==> src/pkg/cafd_pkg.sv <==
// Constants for the ADC flag and DAC output control register bank.
// Assumes an 8-bit register port with one-cycle strobes.
package cafd_pkg;
  localparam logic [7:0] OFS_FLAGS  = 8'h24;
  localparam logic [7:0] OFS_DACPWR = 8'h25;
  localparam logic [7:0] OFS_HPPROT = 8'h26;
  localparam logic [7:0] OFS_RSVD   = 8'h27;
  localparam logic [7:0] OFS_OSTAGE = 8'h28;
  localparam logic [7:0] OFS_DACSW  = 8'h29;
  localparam logic [7:0] OFS_IRQST  = 8'h30;
  localparam logic [7:0] OFS_IRQEN  = 8'h31;
  localparam logic [7:0] OFS_IRQCLR = 8'h32;
  localparam logic [7:0] RST_VAL    = 8'h00;
  // Writable bit masks; other bits are held at zero
  localparam logic [7:0] MSK_DACPWR = 8'hF0;
  localparam logic [7:0] MSK_HPPROT = 8'h06;
  localparam logic [7:0] MSK_OSTAGE = 8'hFF;
  localparam logic [7:0] MSK_DACSW  = 8'hF3;
  localparam int         IRQ_W      = 8;
  localparam logic [1:0] CODE_RSVD  = 2'h3;
  // Volume link codes
  localparam logic [1:0] LINK_L_FOLLOWS_R = 2'h1;
  localparam logic [1:0] LINK_R_FOLLOWS_L = 2'h2;
endpackage

==> src/cafd_edge.sv <==
// Per-bit rise detector on the live flag vector.
// Assumes the flag inputs are synchronous to clk_i.
`timescale 1ns/1ps
`default_nettype none
module cafd_edge #(
  parameter int W = 8
) (
  // Clock and reset
  input  wire logic         clk_i,
  input  wire logic         reset_i,
  // Data
  input  wire logic [W-1:0] d_i,
  output logic      [W-1:0] q_o,
  output logic      [W-1:0] rise_o
);
  logic [W-1:0] q_r;

  always_ff @(posedge clk_i) begin
    if (reset_i) begin
      q_r <= '0;
    end else begin
      q_r <= d_i;
    end
  end

  genvar g;
  generate
    for (g = 0; g < W; g++) begin : g_bit
      assign rise_o[g] = d_i[g] & ~q_r[g];
    end
  endgenerate

  assign q_o = q_r;
endmodule
`default_nettype wire

==> src/cafd_regs.sv <==
// Register bank: ADC/AGC flags, DAC power, output driver and switching control.
// Assumes a master with one-cycle strobes; read data valid the cycle after the strobe.
// How it works
// - Flag bits 7 and 3 read 1 when applied ADC gain equals programmed gain.
// - Flag bits 6 and 2 read 1 while matching ADC is powered up.
// - Flag bits 5 and 1 read 1 when signal power is below noise threshold.
// - Flag bits 4 and 0 read 1 when AGC applies maximum allowed gain.
// - DAC power bits 7 and 6 power left and right DACs; reset off.
// - Bits 5-4 configure common output driver: differential, constant, or single-ended.
// - Driver register bit 2 enables short-circuit protection on all drivers.
// - Bit 1 picks current limiting or automatic power-down on a short.
// - Output stage bits 7-6 pick common-mode level 1.35V to 1.8V.
// - Bits 5-4 select the left second-line bypass mode.
// - Bits 3-2 select the right second-line bypass mode.
// - Bits 1-0 set soft-stepping: per sample, per two samples, or immediate.
// - Switching bits 7-6 route the left DAC to path one, three or two.
// - Switching bits 5-4 route the right DAC to path one, three or two.
// - Bits 1-0 link DAC volumes: independent, left follows right, right follows left.
//
// Local design decision: the address-and-strobe port.
`timescale 1ns/1ps
`default_nettype none
module cafd_regs (
  // Clock and reset
  input  wire logic       clk_i,
  input  wire logic       reset_i,
  // Register port
  input  wire logic [7:0] addr_i,
  input  wire logic [7:0] wdata_i,
  input  wire logic       wr_i,
  input  wire logic       rd_i,
  output logic      [7:0] rdata_o,
  // Live ADC and AGC state, left then right
  input  wire logic [1:0] adc_gain_settled_i,
  input  wire logic [1:0] adc_powered_i,
  input  wire logic [1:0] agc_below_noise_i,
  input  wire logic [1:0] agc_at_max_gain_i,
  // Short detected on any high-power driver
  input  wire logic       short_detect_i,
  // DAC power and output configuration
  output logic            left_dac_power_o,
  output logic            right_dac_power_o,
  output logic      [1:0] common_output_driver_mode_o,
  output logic            short_protect_en_o,
  output logic            short_power_down_mode_o,
  output logic            driver_shutdown_o,
  output logic      [1:0] common_mode_level_sel_o,
  output logic      [1:0] left_second_line_bypass_o,
  output logic      [1:0] right_second_line_bypass_o,
  output logic      [1:0] soft_step_mode_o,
  output logic      [1:0] left_dac_route_o,
  output logic      [1:0] right_dac_route_o,
  output logic            left_vol_follows_right_o,
  output logic            right_vol_follows_left_o,
  // Interrupt
  output logic            irq_o
);
  logic [7:0] flags_live;
  logic [7:0] flags_r;
  logic [7:0] flag_rise;
  logic [7:0] dacpwr_r;
  logic [7:0] hpprot_r;
  logic [7:0] ostage_r;
  logic [7:0] dacsw_r;
  logic [7:0] irq_st_r;
  logic [7:0] irq_en_r;
  logic [7:0] rdata_r;
  logic [7:0] rdata_nxt;
  logic [7:0] irq_set;
  logic       shut_r;
  logic       irq_r;
  logic [7:0] out_a_r;
  logic [7:0] out_b_r;
  logic [7:0] out_c_r;

  assign flags_live = {adc_gain_settled_i[1], adc_powered_i[1],
                       agc_below_noise_i[1], agc_at_max_gain_i[1],
                       adc_gain_settled_i[0], adc_powered_i[0],
                       agc_below_noise_i[0], agc_at_max_gain_i[0]};

  // Registered copy of the flags plus rise events for the interrupt
  cafd_edge #(.W(8)) u_edge (
    .clk_i   (clk_i),
    .reset_i (reset_i),
    .d_i     (flags_live),
    .q_o     (flags_r),
    .rise_o  (flag_rise)
  );

  // Control register writes; reserved bits masked to zero
  always_ff @(posedge clk_i) begin
    if (reset_i) begin
      dacpwr_r <= cafd_pkg::RST_VAL;
      hpprot_r <= cafd_pkg::RST_VAL;
      ostage_r <= cafd_pkg::RST_VAL;
      dacsw_r  <= cafd_pkg::RST_VAL;
    end else if (wr_i) begin
      unique case (addr_i)
        cafd_pkg::OFS_DACPWR: begin
          dacpwr_r <= wdata_i & cafd_pkg::MSK_DACPWR;
        end
        cafd_pkg::OFS_HPPROT: begin
          hpprot_r <= wdata_i & cafd_pkg::MSK_HPPROT;
        end
        cafd_pkg::OFS_OSTAGE: begin
          ostage_r <= wdata_i & cafd_pkg::MSK_OSTAGE;
        end
        cafd_pkg::OFS_DACSW: begin
          dacsw_r <= wdata_i & cafd_pkg::MSK_DACSW;
        end
        default: begin
          // Flag and reserved registers ignore writes
        end
      endcase
    end
  end

  // Interrupt enable
  always_ff @(posedge clk_i) begin
    if (reset_i) begin
      irq_en_r <= cafd_pkg::RST_VAL;
    end else if (wr_i && addr_i == cafd_pkg::OFS_IRQEN) begin
      irq_en_r <= wdata_i;
    end
  end

  // Sticky status: a flag rising sets its bit; set wins over a same-cycle clear
  assign irq_set = flag_rise;
  always_ff @(posedge clk_i) begin
    if (reset_i) begin
      irq_st_r <= cafd_pkg::RST_VAL;
    end else if (wr_i && addr_i == cafd_pkg::OFS_IRQCLR) begin
      irq_st_r <= (irq_st_r & ~wdata_i) | irq_set;
    end else begin
      irq_st_r <= irq_st_r | irq_set;
    end
  end

  always_ff @(posedge clk_i) begin
    if (reset_i) begin
      irq_r <= 1'b0;
    end else begin
      irq_r <= |((irq_st_r | irq_set) & irq_en_r);
    end
  end

  // Automatic driver power-down latches on a short until protection or power-down mode
  // is turned off; a latched shutdown avoids re-driving into a persistent short.
  always_ff @(posedge clk_i) begin
    if (reset_i) begin
      shut_r <= 1'b0;
    end else if (!hpprot_r[2] || !hpprot_r[1]) begin
      shut_r <= 1'b0;
    end else if (short_detect_i) begin
      shut_r <= 1'b1;
    end
  end

  // Read mux; reads change no state
  always_comb begin
    rdata_nxt = cafd_pkg::RST_VAL;
    unique case (addr_i)
      cafd_pkg::OFS_FLAGS:  rdata_nxt = flags_live;
      cafd_pkg::OFS_DACPWR: rdata_nxt = dacpwr_r;
      cafd_pkg::OFS_HPPROT: rdata_nxt = hpprot_r;
      cafd_pkg::OFS_RSVD:   rdata_nxt = cafd_pkg::RST_VAL;
      cafd_pkg::OFS_OSTAGE: rdata_nxt = ostage_r;
      cafd_pkg::OFS_DACSW:  rdata_nxt = dacsw_r;
      cafd_pkg::OFS_IRQST:  rdata_nxt = irq_st_r;
      cafd_pkg::OFS_IRQEN:  rdata_nxt = irq_en_r;
      default:              rdata_nxt = cafd_pkg::RST_VAL;
    endcase
  end

  always_ff @(posedge clk_i) begin
    if (reset_i) begin
      rdata_r <= cafd_pkg::RST_VAL;
    end else if (rd_i) begin
      rdata_r <= rdata_nxt;
    end else begin
      rdata_r <= cafd_pkg::RST_VAL;
    end
  end

  // Output flops, one per field group
  always_ff @(posedge clk_i) begin
    if (reset_i) begin
      out_a_r <= cafd_pkg::RST_VAL;
      out_b_r <= cafd_pkg::RST_VAL;
      out_c_r <= cafd_pkg::RST_VAL;
    end else begin
      out_a_r <= dacpwr_r;
      out_b_r <= ostage_r;
      out_c_r <= dacsw_r;
    end
  end

  // Protection outputs are registered separately from the shutdown latch
  logic [2:0] prot_r;
  always_ff @(posedge clk_i) begin
    if (reset_i) begin
      prot_r <= 3'h0;
    end else begin
      // Gate with the live mode bits so shutdown drops in the same cycle as protection
      prot_r <= {hpprot_r[2], hpprot_r[1], shut_r & hpprot_r[2] & hpprot_r[1]};
    end
  end

  assign rdata_o                     = rdata_r;
  assign left_dac_power_o            = out_a_r[7];
  assign right_dac_power_o           = out_a_r[6];
  assign common_output_driver_mode_o = out_a_r[5:4];
  assign short_protect_en_o          = prot_r[2];
  assign short_power_down_mode_o     = prot_r[1];
  assign driver_shutdown_o           = prot_r[0];
  assign common_mode_level_sel_o     = out_b_r[7:6];
  assign left_second_line_bypass_o   = out_b_r[5:4];
  assign right_second_line_bypass_o  = out_b_r[3:2];
  assign soft_step_mode_o            = out_b_r[1:0];
  assign left_dac_route_o            = out_c_r[7:6];
  assign right_dac_route_o           = out_c_r[5:4];
  assign irq_o                       = irq_r;

  // Link decode registered; codes 00 and 11 both mean independent
  logic [1:0] link_r;
  always_ff @(posedge clk_i) begin
    if (reset_i) begin
      link_r <= 2'h0;
    end else begin
      link_r[1] <= (dacsw_r[1:0] == cafd_pkg::LINK_L_FOLLOWS_R);
      link_r[0] <= (dacsw_r[1:0] == cafd_pkg::LINK_R_FOLLOWS_L);
    end
  end
  assign left_vol_follows_right_o = link_r[1];
  assign right_vol_follows_left_o = link_r[0];

  // Assertions on the read port
  a_flag_read_live: assert property (@(posedge clk_i) disable iff (reset_i)
    rd_i && addr_i == cafd_pkg::OFS_FLAGS |=> rdata_o == $past(flags_live))
    else $error("flag read does not match live state");
  a_gain_bit_read: assert property (@(posedge clk_i) disable iff (reset_i)
    rd_i && addr_i == cafd_pkg::OFS_FLAGS
      |=> rdata_o[7] == $past(adc_gain_settled_i[1])
          && rdata_o[3] == $past(adc_gain_settled_i[0]))
    else $error("gain settled flags misplaced");
  a_power_bit_read: assert property (@(posedge clk_i) disable iff (reset_i)
    rd_i && addr_i == cafd_pkg::OFS_FLAGS
      |=> rdata_o[6] == $past(adc_powered_i[1])
          && rdata_o[2] == $past(adc_powered_i[0]))
    else $error("ADC power flags misplaced");
  a_noise_bit_read: assert property (@(posedge clk_i) disable iff (reset_i)
    rd_i && addr_i == cafd_pkg::OFS_FLAGS
      |=> rdata_o[5] == $past(agc_below_noise_i[1])
          && rdata_o[1] == $past(agc_below_noise_i[0]))
    else $error("noise flags misplaced");
  a_sat_bit_read: assert property (@(posedge clk_i) disable iff (reset_i)
    rd_i && addr_i == cafd_pkg::OFS_FLAGS
      |=> rdata_o[4] == $past(agc_at_max_gain_i[1])
          && rdata_o[0] == $past(agc_at_max_gain_i[0]))
    else $error("saturation flags misplaced");
  a_read_no_effect: assert property (@(posedge clk_i) disable iff (reset_i)
    rd_i && !wr_i
      |=> {dacpwr_r, hpprot_r, ostage_r, dacsw_r, irq_en_r}
          == $past({dacpwr_r, hpprot_r, ostage_r, dacsw_r, irq_en_r})
          && ($past(irq_st_r) & ~irq_st_r) == 8'h00)
    else $error("read changed register state");
  a_rdata_idle: assert property (@(posedge clk_i) disable iff (reset_i)
    !rd_i |=> rdata_o == 8'h00)
    else $error("read data not cleared after the read cycle");
  a_reserved_zero: assert property (@(posedge clk_i) disable iff (reset_i)
    rd_i && addr_i == cafd_pkg::OFS_RSVD |=> rdata_o == 8'h00)
    else $error("reserved register read nonzero");
  a_pwr_rsvd_zero: assert property (@(posedge clk_i) disable iff (reset_i)
    rd_i && addr_i == cafd_pkg::OFS_DACPWR |=> rdata_o[3:0] == 4'h0)
    else $error("DAC power reserved bits nonzero");
  a_prot_rsvd_zero: assert property (@(posedge clk_i) disable iff (reset_i)
    rd_i && addr_i == cafd_pkg::OFS_HPPROT
      |=> rdata_o[7:3] == 5'h00 && rdata_o[0] == 1'h0)
    else $error("driver protection reserved bits nonzero");
  a_sw_rsvd_zero: assert property (@(posedge clk_i) disable iff (reset_i)
    rd_i && addr_i == cafd_pkg::OFS_DACSW |=> rdata_o[3:2] == 2'h0)
    else $error("switching reserved bits nonzero");
  // Assertions on the control outputs
  a_dac_power_out: assert property (@(posedge clk_i) disable iff (reset_i)
    wr_i && addr_i == cafd_pkg::OFS_DACPWR
      |=> ##1 left_dac_power_o == $past(wdata_i[7], 2)
          && right_dac_power_o == $past(wdata_i[6], 2))
    else $error("DAC power output wrong after write");
  a_common_drv_mode: assert property (@(posedge clk_i) disable iff (reset_i)
    wr_i && addr_i == cafd_pkg::OFS_DACPWR
      |=> ##1 common_output_driver_mode_o == $past(wdata_i[5:4], 2))
    else $error("common driver mode wrong");
  a_protect_out: assert property (@(posedge clk_i) disable iff (reset_i)
    wr_i && addr_i == cafd_pkg::OFS_HPPROT
      |=> ##1 short_protect_en_o == $past(wdata_i[2], 2)
          && short_power_down_mode_o == $past(wdata_i[1], 2))
    else $error("protection outputs wrong after write");
  a_shut_needs_mode: assert property (@(posedge clk_i) disable iff (reset_i)
    driver_shutdown_o |-> short_protect_en_o && short_power_down_mode_o)
    else $error("shutdown without power-down protection");
  // A write that turns protection off in the same cycle rightly cancels the shutdown
  a_short_shutdown: assert property (@(posedge clk_i) disable iff (reset_i)
    short_detect_i && hpprot_r[2] && hpprot_r[1]
      && !(wr_i && addr_i == cafd_pkg::OFS_HPPROT) |-> ##2 driver_shutdown_o)
    else $error("short did not shut down driver");
  a_stage_fields: assert property (@(posedge clk_i) disable iff (reset_i)
    wr_i && addr_i == cafd_pkg::OFS_OSTAGE
      |=> ##1 {common_mode_level_sel_o, left_second_line_bypass_o,
               right_second_line_bypass_o, soft_step_mode_o} == $past(wdata_i, 2))
    else $error("output stage fields wrong");
  a_left_bypass: assert property (@(posedge clk_i) disable iff (reset_i)
    wr_i && addr_i == cafd_pkg::OFS_OSTAGE
      |=> ##1 left_second_line_bypass_o == $past(wdata_i[5:4], 2))
    else $error("left bypass field wrong");
  a_right_bypass: assert property (@(posedge clk_i) disable iff (reset_i)
    wr_i && addr_i == cafd_pkg::OFS_OSTAGE
      |=> ##1 right_second_line_bypass_o == $past(wdata_i[3:2], 2))
    else $error("right bypass field wrong");
  a_soft_step: assert property (@(posedge clk_i) disable iff (reset_i)
    wr_i && addr_i == cafd_pkg::OFS_OSTAGE
      |=> ##1 soft_step_mode_o == $past(wdata_i[1:0], 2))
    else $error("soft-stepping field wrong");
  a_route_fields: assert property (@(posedge clk_i) disable iff (reset_i)
    wr_i && addr_i == cafd_pkg::OFS_DACSW
      |=> ##1 left_dac_route_o == $past(wdata_i[7:6], 2)
          && right_dac_route_o == $past(wdata_i[5:4], 2))
    else $error("DAC route fields wrong");
  a_right_route: assert property (@(posedge clk_i) disable iff (reset_i)
    wr_i && addr_i == cafd_pkg::OFS_DACSW
      |=> ##1 right_dac_route_o == $past(wdata_i[5:4], 2))
    else $error("right DAC route wrong");
  a_link_decode: assert property (@(posedge clk_i) disable iff (reset_i)
    wr_i && addr_i == cafd_pkg::OFS_DACSW
      |=> ##1
        left_vol_follows_right_o == ($past(wdata_i[1:0], 2) == cafd_pkg::LINK_L_FOLLOWS_R)
        && right_vol_follows_left_o == ($past(wdata_i[1:0], 2) == cafd_pkg::LINK_R_FOLLOWS_L))
    else $error("volume link decode wrong");
  a_link_exclusive: assert property (@(posedge clk_i) disable iff (reset_i)
    !(left_vol_follows_right_o && right_vol_follows_left_o))
    else $error("both volume links active");
  // Assertions on the interrupt path
  a_irq_sticky: assert property (@(posedge clk_i) disable iff (reset_i)
    (flags_live & ~flags_r) != 8'h00
      |=> (irq_st_r & $past(flags_live & ~flags_r)) == $past(flags_live & ~flags_r))
    else $error("flag event lost");
  a_irq_clear: assert property (@(posedge clk_i) disable iff (reset_i)
    wr_i && addr_i == cafd_pkg::OFS_IRQCLR && wdata_i[0] && !flag_rise[0] |=> !irq_st_r[0])
    else $error("status bit not cleared");
  a_irq_masked: assert property (@(posedge clk_i) disable iff (reset_i)
    irq_en_r == 8'h00 |=> !irq_o)
    else $error("interrupt raised while masked");
  a_irq_raised: assert property (@(posedge clk_i) disable iff (reset_i)
    (irq_st_r & irq_en_r) != 8'h00 |=> irq_o)
    else $error("enabled status did not raise interrupt");
endmodule
`default_nettype wire

==> config.mk <==
export PLATFORM = sky130hd
export DESIGN_NAME = cafd_regs
export DESIGN_NICKNAME = d
export VERILOG_FILES = /design/src/pkg/cafd_pkg.sv /design/src/cafd_edge.sv /design/src/cafd_regs.sv
export SDC_FILE = /design/constraint.sdc
export NUM_CORES = 1
export LEC_CHECK = 0
export ABC_CLOCK_PERIOD_IN_PS = 3900
export BUFFER_PORTS_ARGS = -buffer_cell sky130_fd_sc_hd__buf_2
export CAP_MARGIN = 25
export CORE_MARGIN = 2
export CORE_UTILIZATION = 45
export DETAILED_ROUTE_END_ITERATION = 10
export GPL_TIMING_DRIVEN = 0
export MAX_ROUTING_LAYER = met4
export PLACE_DENSITY = 0.66
export REMOVE_ABC_BUFFERS = 1
export SETUP_SLACK_MARGIN = 0.02
export SLEW_MARGIN = 20
export SYNTH_ARGS = -nofsm -noshare
export SYNTH_HDL_FRONTEND = slang
export SYNTH_SLANG_ARGS = --single-unit
export TNS_END_PERCENT = 30
==> constraint.sdc <==
create_clock -name clk_i -period 3.9 [get_ports clk_i]
set_input_delay 0.78 -clock clk_i [delete_from_list [all_inputs] [get_ports clk_i]]
set_output_delay 0.78 -clock clk_i [all_outputs]
set_load 0.005 [all_outputs]
==> After elaboration in Yosys (flattened, before gate mapping) <==
Index checks and enable logic that the tools add are counted.
{ "totals": {"reg_bits": 77, "inputBits": 29, "output_inout_bits": 30} }
{ "classes": {"eq_ne": 10, "n_mux": 2, "n_bitwise": 24, "n_reduce_logical": 12} }
{ "op_table": {"columns": ["operator", "n"], "rows": [
  ["equality test 8 x 6 -> 1 bit, second input constant", 8],
  ["one-hot mux 8 bit (7 select lines)", 1],
  ["bitwise AND 8 bit", 2],
  ["OR 8 bit", 2],
  ["bitwise AND 1 bit", 10],
  ["NOT 1 bit", 9],
  ["2-to-1 mux 8 bit", 1],
  ["NOT 8 bit", 1],
  ["AND reduction 2 bit", 4],
  ["OR reduction 8 bit", 1],
  ["OR reduction 2 bit", 2],
  ["equality test 2 x 1 -> 1 bit, second input constant", 1],
  ["equality test 2 bit, second input constant", 1],
  ["logical AND 1 bit", 2],
  ["logical NOT 1 bit", 2],
  ["logical OR 1 bit", 1]
]} }

==> Longest topological paths before layout <==
Gate-level depths: netlist (run 1).
{ "depth": {"ltp_word": 5, "mapped_depth": 7, "mapped_depth_nobuf": 5} }

==> Modules after synthesis <==
Synthesis (run 1) repeated with hierarchy kept, for this count alone.
{ "unflattened": {"cells_unflattened": 309, "area_unflattened_um2": 3031.7} }
{ "by_module_without_submodules": {"columns": ["module", "instances", "cells_per_inst", "area_per_inst_um2", "seq_area_each_um2"], "rows": [
  ["cafd_regs", 1, 285, 2771.4, 1341.3],
  ["cafd_edge", 1, 24, 260.2, 160.2]
]} }

==> Least setup slack after synthesis (run 1) <==
OpenSTA, ideal clock, no wires.
{ "synth_timing": {"kind": "input to register", "start": "input addr_i[7]", "end": "register dacsw_r[0]", "arrival_time_ns": 2.031, "required_ns": 3.768, "slack_ns": 1.737, "stages": 7, "path_buffers": 2, "cell_sequence": "or3b_1 > buf_6 > nor3b_4 > buf_2 > nand2_1 > nand2_1 > a21oi_1"} }
{ "synth_between": {"elab_chain_len": 2} }
{ "synth_lines": {"columns": ["item", "line_no", "source"], "rows": [
  ["from (decl)", "cafd_regs.sv:28", "input wire logic [7:0] addr_i,"],
  ["equality test 8 x 6 -> 1 bit", "cafd_regs.sv:98", "unique case (addr_i)"],
  ["AND reduction 2 bit (no source line)", null, null],
  ["to (signal assigned)", "cafd_regs.sv:96", "dacsw_r <= cafd_pkg::RST_VAL;"],
  ["to (signal assigned)", "cafd_regs.sv:109", "dacsw_r <= wdata_i & cafd_pkg::MSK_DACSW;"],
  ["to (decl)", "cafd_regs.sv:64", "logic [7:0] dacsw_r;"]
]} }
No other way between the ends.
A chain may end at the register's enable or synchronous reset.

==> Worst setup path after layout (run 1) <==
{ "layout_timing": {"start": "input addr_i[7]", "end": "register ostage_r[3]"} }
{ "layout_between": {"elab_chain_len": 2} }
{ "layout_lines": {"columns": ["item", "line_no", "source"], "rows": [
  ["equality test 8 x 6 -> 1 bit", "cafd_regs.sv:98", null],
  ["AND reduction 2 bit (no source line)", null, null],
  ["to (signal assigned)", "cafd_regs.sv:95", "ostage_r <= cafd_pkg::RST_VAL;"],
  ["to (signal assigned)", "cafd_regs.sv:106", "ostage_r <= wdata_i & cafd_pkg::MSK_OSTAGE;"],
  ["to (decl)", "cafd_regs.sv:63", "logic [7:0] ostage_r;"]
]} }
No other way between the ends.

==> flow_summary.yaml, run 1 <==
run_status:
  status: "finished, final reports clean"
synth:
  synthTopCellsByCount: "dfxtp_1 (75), nor2b_1 (39), a21oi_1 (27)"
  yosys.area.top_type: "dfxtp_1"
  dominantRegCellSynth: "dfxtp_1"
  ys_seq_area_frac: 0.494
  synth.area.top_cells: "dfxtp_1 (49%), nor2b_1 (8.0%), a21oi_1 (4.4%)"
  synth-seq-cells: 75
  netlist_area_um2: 3040
  synth_top_area_share: 0.494
  synth_cells: 329
  synth-warning-count: 0
  synth_edf_count: 0
  ys_types: 47
  async_reset_ff_frac: 0
  syn_avg_cell_area_um2: 9.23
  synth_most_common_cell: "dfxtp_1"
layout:
  antenna_cells: 0
  area_delta_synth_final_pct: 16.2
  fin_cells: 464
  fin_util: 0.549
  drive_above_1_share: 0.220
  final_nets: 413
cts:
  cts_inserted_buffers: 9
  clock_sinks: 75
  cts_setup_buffers: 0
  cts_tree: "yes"
  hold_buffers: 0
  cts_resized: 0
  clock-root-buffer: "clkbuf_8"
  htreeDepth: 3
  clk_path_buf_depth: 2
  clkTransAtPathRegs_ns: 0.07
  clkLatencyLatePin_ns: 0.34
die:
  chipWidth_um: 86.1
  dieHeight_um: 86.1
  std_cell_rows: 29
  start_util: 0.473
  die_area_um2: 7420
  core_um2: 6420
  ios: 59
worst_setup_path:
  endpoint_kind: "register"
  crit_fanout: 14
  crit_slowest_cell: "nor3b_4"
  worst_ep_required_time_ns: 4.11
  crit_type: "input pin to register"
  reg2reg_from: "ostage_r[4]"
  critPathLaunchType: "input pin"
  reg2regPathDepth: 4
  cpPeakStageDelay_ns: 0.67
  reg2reg_to: "rdata_o[4]"
  path_cells: "buf_2 > or3b_1 > nor3b_4 > nand3_2 > mux2i_1 > nor2_1"
  worst-path-buf-inv: 1
  regToRegSetupSlack_ns: 2.76
  crit_arrival_ns: 3.00
  crit_family: "simple AND/OR/NAND/NOR gates"
routing:
  wirelength_um: 7100
  firstDrtPassIters: 4
  wl_per_cell_um: 15.3
  drc: 0
  vias: 2515
  drt-initial-drc-count: 183
  via_per_inst: 5.42
  ant_nets: 0
placed_design:
  portBuffers: 58
  dp.cells: 450
  dp_hpwl_um: 4890
  gp_congestion: 0.858
worst_hold_path:
  min_from: "dacsw_r[7]"
  min_to: "dacsw_r[7]"
  holdPathStages: 2
  holdCritPathClass: "register to register"
sta:
  finalCritPeriodShare: 0.715
  fmax_ghz: 0.358
  rsz0062_at_grt: "false"
  tightest_slew_ns: 0.821
  setup_viol: 0
  slew_violations: 0
  finClkSkew_ns: 0.00438
  period_needed_ns: 2.79
  relSlewSlack: 0.445
  setup-tns-final_ns: 0
  hold_viol_final: 0
job:
  maxCapViolCount: 0
global_routing:
  grt_max_degree: 36
  grt_usage: 0.206
  grt_pass1_vias: 2324
  grt_first_pass_wirelength_um: 11300
  antenna_found_initial: 0
  grt_overflow: 0
pwr:
  vdd_drop_max_mv: 0.207
  power.leakage_nw: 1.48
  power_density_nw_per_um2: 385
-- worst max-delay path by stage --
stage	from	end	slack [ns]	cells after the start
after global routing	addr_i[7]	ostage_r[6]	0.97	6
after global placement	addr_i[0]	irq_en_r[1]	-1.0	6
after detailed placement	addr_i[7]	ostage_r[3]	0.74	6
final	addr_i[7]	ostage_r[3]	1.11	6
after floorplan	addr_i[0]	irq_en_r[0]	1.01	5
after CTS	addr_i[7]	ostage_r[2]	1.09	6
-- per-layer routing --
layer / wire length [um] / up-vias / global-route usage
met5: 0 / - / -
met4: 103 / 0 / 0.107
met3: 406 / 10 / 0.0520
met2: 3320 / 78 / 0.306
met1: 3270 / 1169 / 0.259
li1: - / 1258 / -
-- cells in the final DEF (no fill, tap or decap), types with 3 or more instances in the layout --
master and instances:
a211oi_1 3, a21oi_1 27, a222oi_1 3, a22o_1 5, and3_1 4, buf_2 58, clkbuf_1 5, clkbuf_8 9
dfxtp_1 75, inv_1 8, mux2_2 6, mux2i_1 10, nand2_1 26, nand2b_1 10, nand3_1 23, nand4_1 3
nor2_1 18, nor2b_1 39, nor3_1 4, o21ai_0 17
-- worst min-delay path, delay by kind of cell (launching register included) --
family / cells / cell delay (ns)
AND/OR/NAND/NOR: 1 / 0.05
flip-flops: 1 / 0.32
AO/OA/AOI/OAI: 1 / 0.05
-- per-stage QoR --
stage / hold slack (ns) / power (mW) / cell area, um2 / setup WS, ns
5_1_grt: 0.492 / 1.41 / 3530 / 0.973
2_1_floorplan: 0.425 / 0.842 / 2960 / 1.01
3_5_place_dp: 0.452 / 0.897 / 3390 / 0.740
4_1_cts: 0.464 / 1.37 / 3530 / 1.09
6_report: 0.467 / 1.36 / 3530 / 1.11
3_3_place_gp: 0.445 / 0.891 / 3340 / -0.995
-- final cells by class --
type	instances	area (um2)
Multi-Input combinational cell	228	1430
Sequential cell	75	1500
Fill cell	610	2890
Tap cell	77	96.3
Clock buffer	14	143
Inverter	9	33.8
Timing Repair Buffer	61	329
-- report_power, final --
group	switching, mW	internal (mW)	total (mW)
Combinational	0.0591	0.0384	0.0976
Clock	0.252	0.226	0.478
Sequential	0.00626	0.777	0.783
Total	0.317	1.04	1.36
-- cells by family after synthesis --
kind of cell    after synthesis  synth area share
compound gates               66             0.134
xor+xnor                      1           0.00288
buf+inv                      26            0.0379
flops                        75             0.494
mux                          16            0.0552
simple gates                145             0.275
-- registers in the layout (all words and copies together), names as in the netlist --
signal      cells
irq_en_r        8
irq_st_r        8
ostage_r        8
out_b_r         8
rdata_o         8
u_edge.q_o      8
dacsw_r         6
dacpwr_r        4
out_a_r         4
out_c_r         4
prot_r          3
hpprot_r        2
link_r          2
irq_o           1
shut_r          1
Note: power is estimated with default switching activity, not from simulation.
==> run 2: changes to the inputs <==
- ABC_AREA: not set -> 1
- ABC_CLOCK_PERIOD_IN_PS: 3900 -> 2500
- PLACE_DENSITY: 0.66 -> 0.69
- clock period: 3.9 -> 2.5 ns (I/O delays scaled with it)
==> run 2 against run 1 <==
  * Combinational power is 55% higher
  * Final cell count grew 15%
  * Power up 77%
  * Clock-buffer cell count is 3 lower
  * Area after synthesis increased by 1.3%
  * Critical path type unchanged
  * Highest routed layer unchanged
  * Worst hold slack got worse by 0.095 ns
==> flow_summary.yaml, run 2 <==
cts:
  clkTransAtPathRegs_ns: 0.08
  cts_setup_buffers: 0
  cts_inserted_buffers: 9
  clk_path_buf_depth: 2
  hold_buffers: 0
  clock-root-buffer: "clkbuf_8"
  clkLatencyLatePin_ns: 0.34
  cts_tree: "yes"
  htreeDepth: 3
  clock_sinks: 75
worst_setup_path:
  critPathCapture: "rdata_o[0]"
  reg2reg_from: "u_edge.q_o[5]"
  endpoint_kind: "register"
  worst_ep_required_time_ns: 2.71
  crit_fanout: 37
  critPathLaunchType: "input pin"
  cpPeakStageDelay_ns: 0.59
  reg2reg_to: "irq_o"
  crit_slowest_cell: "clkinv_2"
  crit_type: "input pin to register"
  path_cells: "buf_2 > clkinv_2 > nand2_1 > nor2_1"
  startpoint: "reset_i"
  crit_arrival_ns: 2.25
  regToRegSetupSlack_ns: 1.40
  reg2regPathDepth: 6
synth:
  syn_avg_cell_area_um2: 7.87
  netlist_area_um2: 3080
  synth.area.top_cells: "dfxtp_1 (49%), inv_1 (7.7%), nand3_1 (7.6%)"
  synthTopCellsByCount: "dfxtp_1 (75), inv_1 (63), nand3_1 (47)"
  dominantRegCellSynth: "dfxtp_1"
  ys_types: 25
  synth-warning-count: 0
  async_reset_ff_frac: 0
  yosys.area.top_type: "dfxtp_1"
  synth_most_common_cell: "dfxtp_1"
  synth_edf_count: 0
  synth_cells: 391
  synth-seq-cells: 75
  ys_seq_area_frac: 0.488
  synth_top_area_share: 0.488
die:
  core_um2: 6720
  ios: 59
  dieHeight_um: 86.7
  die_area_um2: 7510
  chipWidth_um: 86.7
  start_util: 0.458
  std_cell_rows: 30
placed_design:
  portBuffers: 58
  dp_slack_ns: -0.438
  place_area_um2: 3370
  dp_hpwl_um: 4620
  gp_congestion: 0.813
  dp.cells: 516
layout:
  mostFrequentLayoutCell: "dfxtp_1"
  fin_util: 0.535
  drive_above_1_share: 0.230
  final_nets: 476
  num-fill-cells: 666
  fin_cells: 532
  fin_area_um2: 3590
  area_delta_synth_final_pct: 16.8
  antenna_cells: 0
  final_cell_mix: "dfxtp_1 (75), inv_1 (63), buf_2 (58)"
  multi_input_area_um2: 1220
  final-seq-area_um2: 1500
sta:
  finClkSkew_ns: 0.00575
  relSlewSlack: 0.595
  setup_viol: 0
  tightest_slew_ns: 0.608
  hold_viol_final: 0
  slew_violations: 0
  period_needed_ns: 2.04
  setup-tns-final_ns: 0
  finalCritPeriodShare: 0.814
  holdWs_ns: 0.372
  worst_slack_ns: 0.465
  rsz0062_at_grt: "false"
  fmax_ghz: 0.491
routing:
  firstDrtPassIters: 5
  ant_nets: 0
  via_per_inst: 4.91
  wirelength_um: 7130
  vias: 2613
  wl_per_cell_um: 13.4
  drt-initial-drc-count: 135
  drc: 0
pwr:
  power.leakage_nw: 1.67
  vdd_drop_max_mv: 0.317
  total_power_mw: 2.41
  power_density_nw_per_um2: 670
  p_int_mw: 1.87
  swShare: 0.223
  seq_power_share: 0.506
  switching_power_mw: 0.536
  pwr-share-comb: 0.063
  pwr-share-clk: 0.431
worst_hold_path:
  holdCritPathClass: "input pin to register"
global_routing:
  grt_overflow: 0
  grt_max_degree: 38
  grt_pass1_vias: 2344
  antenna_found_initial: 0
  grt_first_pass_wirelength_um: 11400
  grt_usage: 0.205
job:
  maxCapViolCount: 0
run_status:
  status: "finished, final reports clean"
run 2: cell types whose count changed in the layout (fill, tap and decap cells not counted), sizes merged, moves of 18 or more:
cell   change
inv       +59
nand2     +20
nand3     +26
nor2      +33
nor2b     -39
o21ai     +18
run 2: cell families (layout without fill, tap and decap cells):
group	after synthesis	after routing	synth area share
simple gates	166	166	0.284
buf+inv	81	142	0.116
flops	75	75	0.488
compound gates	69	69	0.112
run 2: final cells by class:
| class | instances | area share |
|---|---|---|
| timing repair buffer | 58 | 0.0808 |
| clock inverter | 5 | 0.0209 |
| tap | 80 | 0.0279 |
| sequential | 75 | 0.418 |
| multi-input combinational | 235 | 0.339 |
| inverter | 68 | 0.0714 |
| clock buffer | 11 | 0.0421 |
run 2: critical path, delay by kind of cell:
| kind | cells | cell delay, ns |
|---|---|---|
| buffers and inverters | 2 | 1.07 |
| AND/OR/NAND/NOR | 2 | 0.65 |
run 2: power groups by stage:
stage	logic (mW)	registers (mW)	clock network, mW
after global placement	0.147	1.25	0
after floorplan	0.0865	1.24	0
after CTS	0.151	1.22	1.06
final	0.151	1.22	1.04
after global routing	0.169	1.22	1.10
after detailed placement	0.150	1.25	0
run 2: how the worst min path moves through the flow:
stage	endpoint	depth (start not counted)	slack (ns)	from
floorplan	prot_r[0]	2	0.41	shut_r
global placement	prot_r[0]	2	0.41	shut_r
detailed placement	prot_r[0]	2	0.43	shut_r
CTS	shut_r	3	0.36	short_detect_i
global route	shut_r	3	0.37	short_detect_i
finish	shut_r	3	0.37	short_detect_i
run 2: routing by layer:
metal | GRT usage | vias up | part of all wire
met3 | 0.0438 | 10 | 0.062
li1 | - | 1357 | -
met5 | - | - | 0
met1 | 0.268 | 1169 | 0.47
met4 | 0.0881 | 0 | 0.019
met2 | 0.307 | 77 | 0.45
run 2: what timing repair did:
item	4_1_cts	5_1_grt
endpoints found under the hold margin	0	0
resized for setup	1	0
endpoints found under the setup margin	8	0
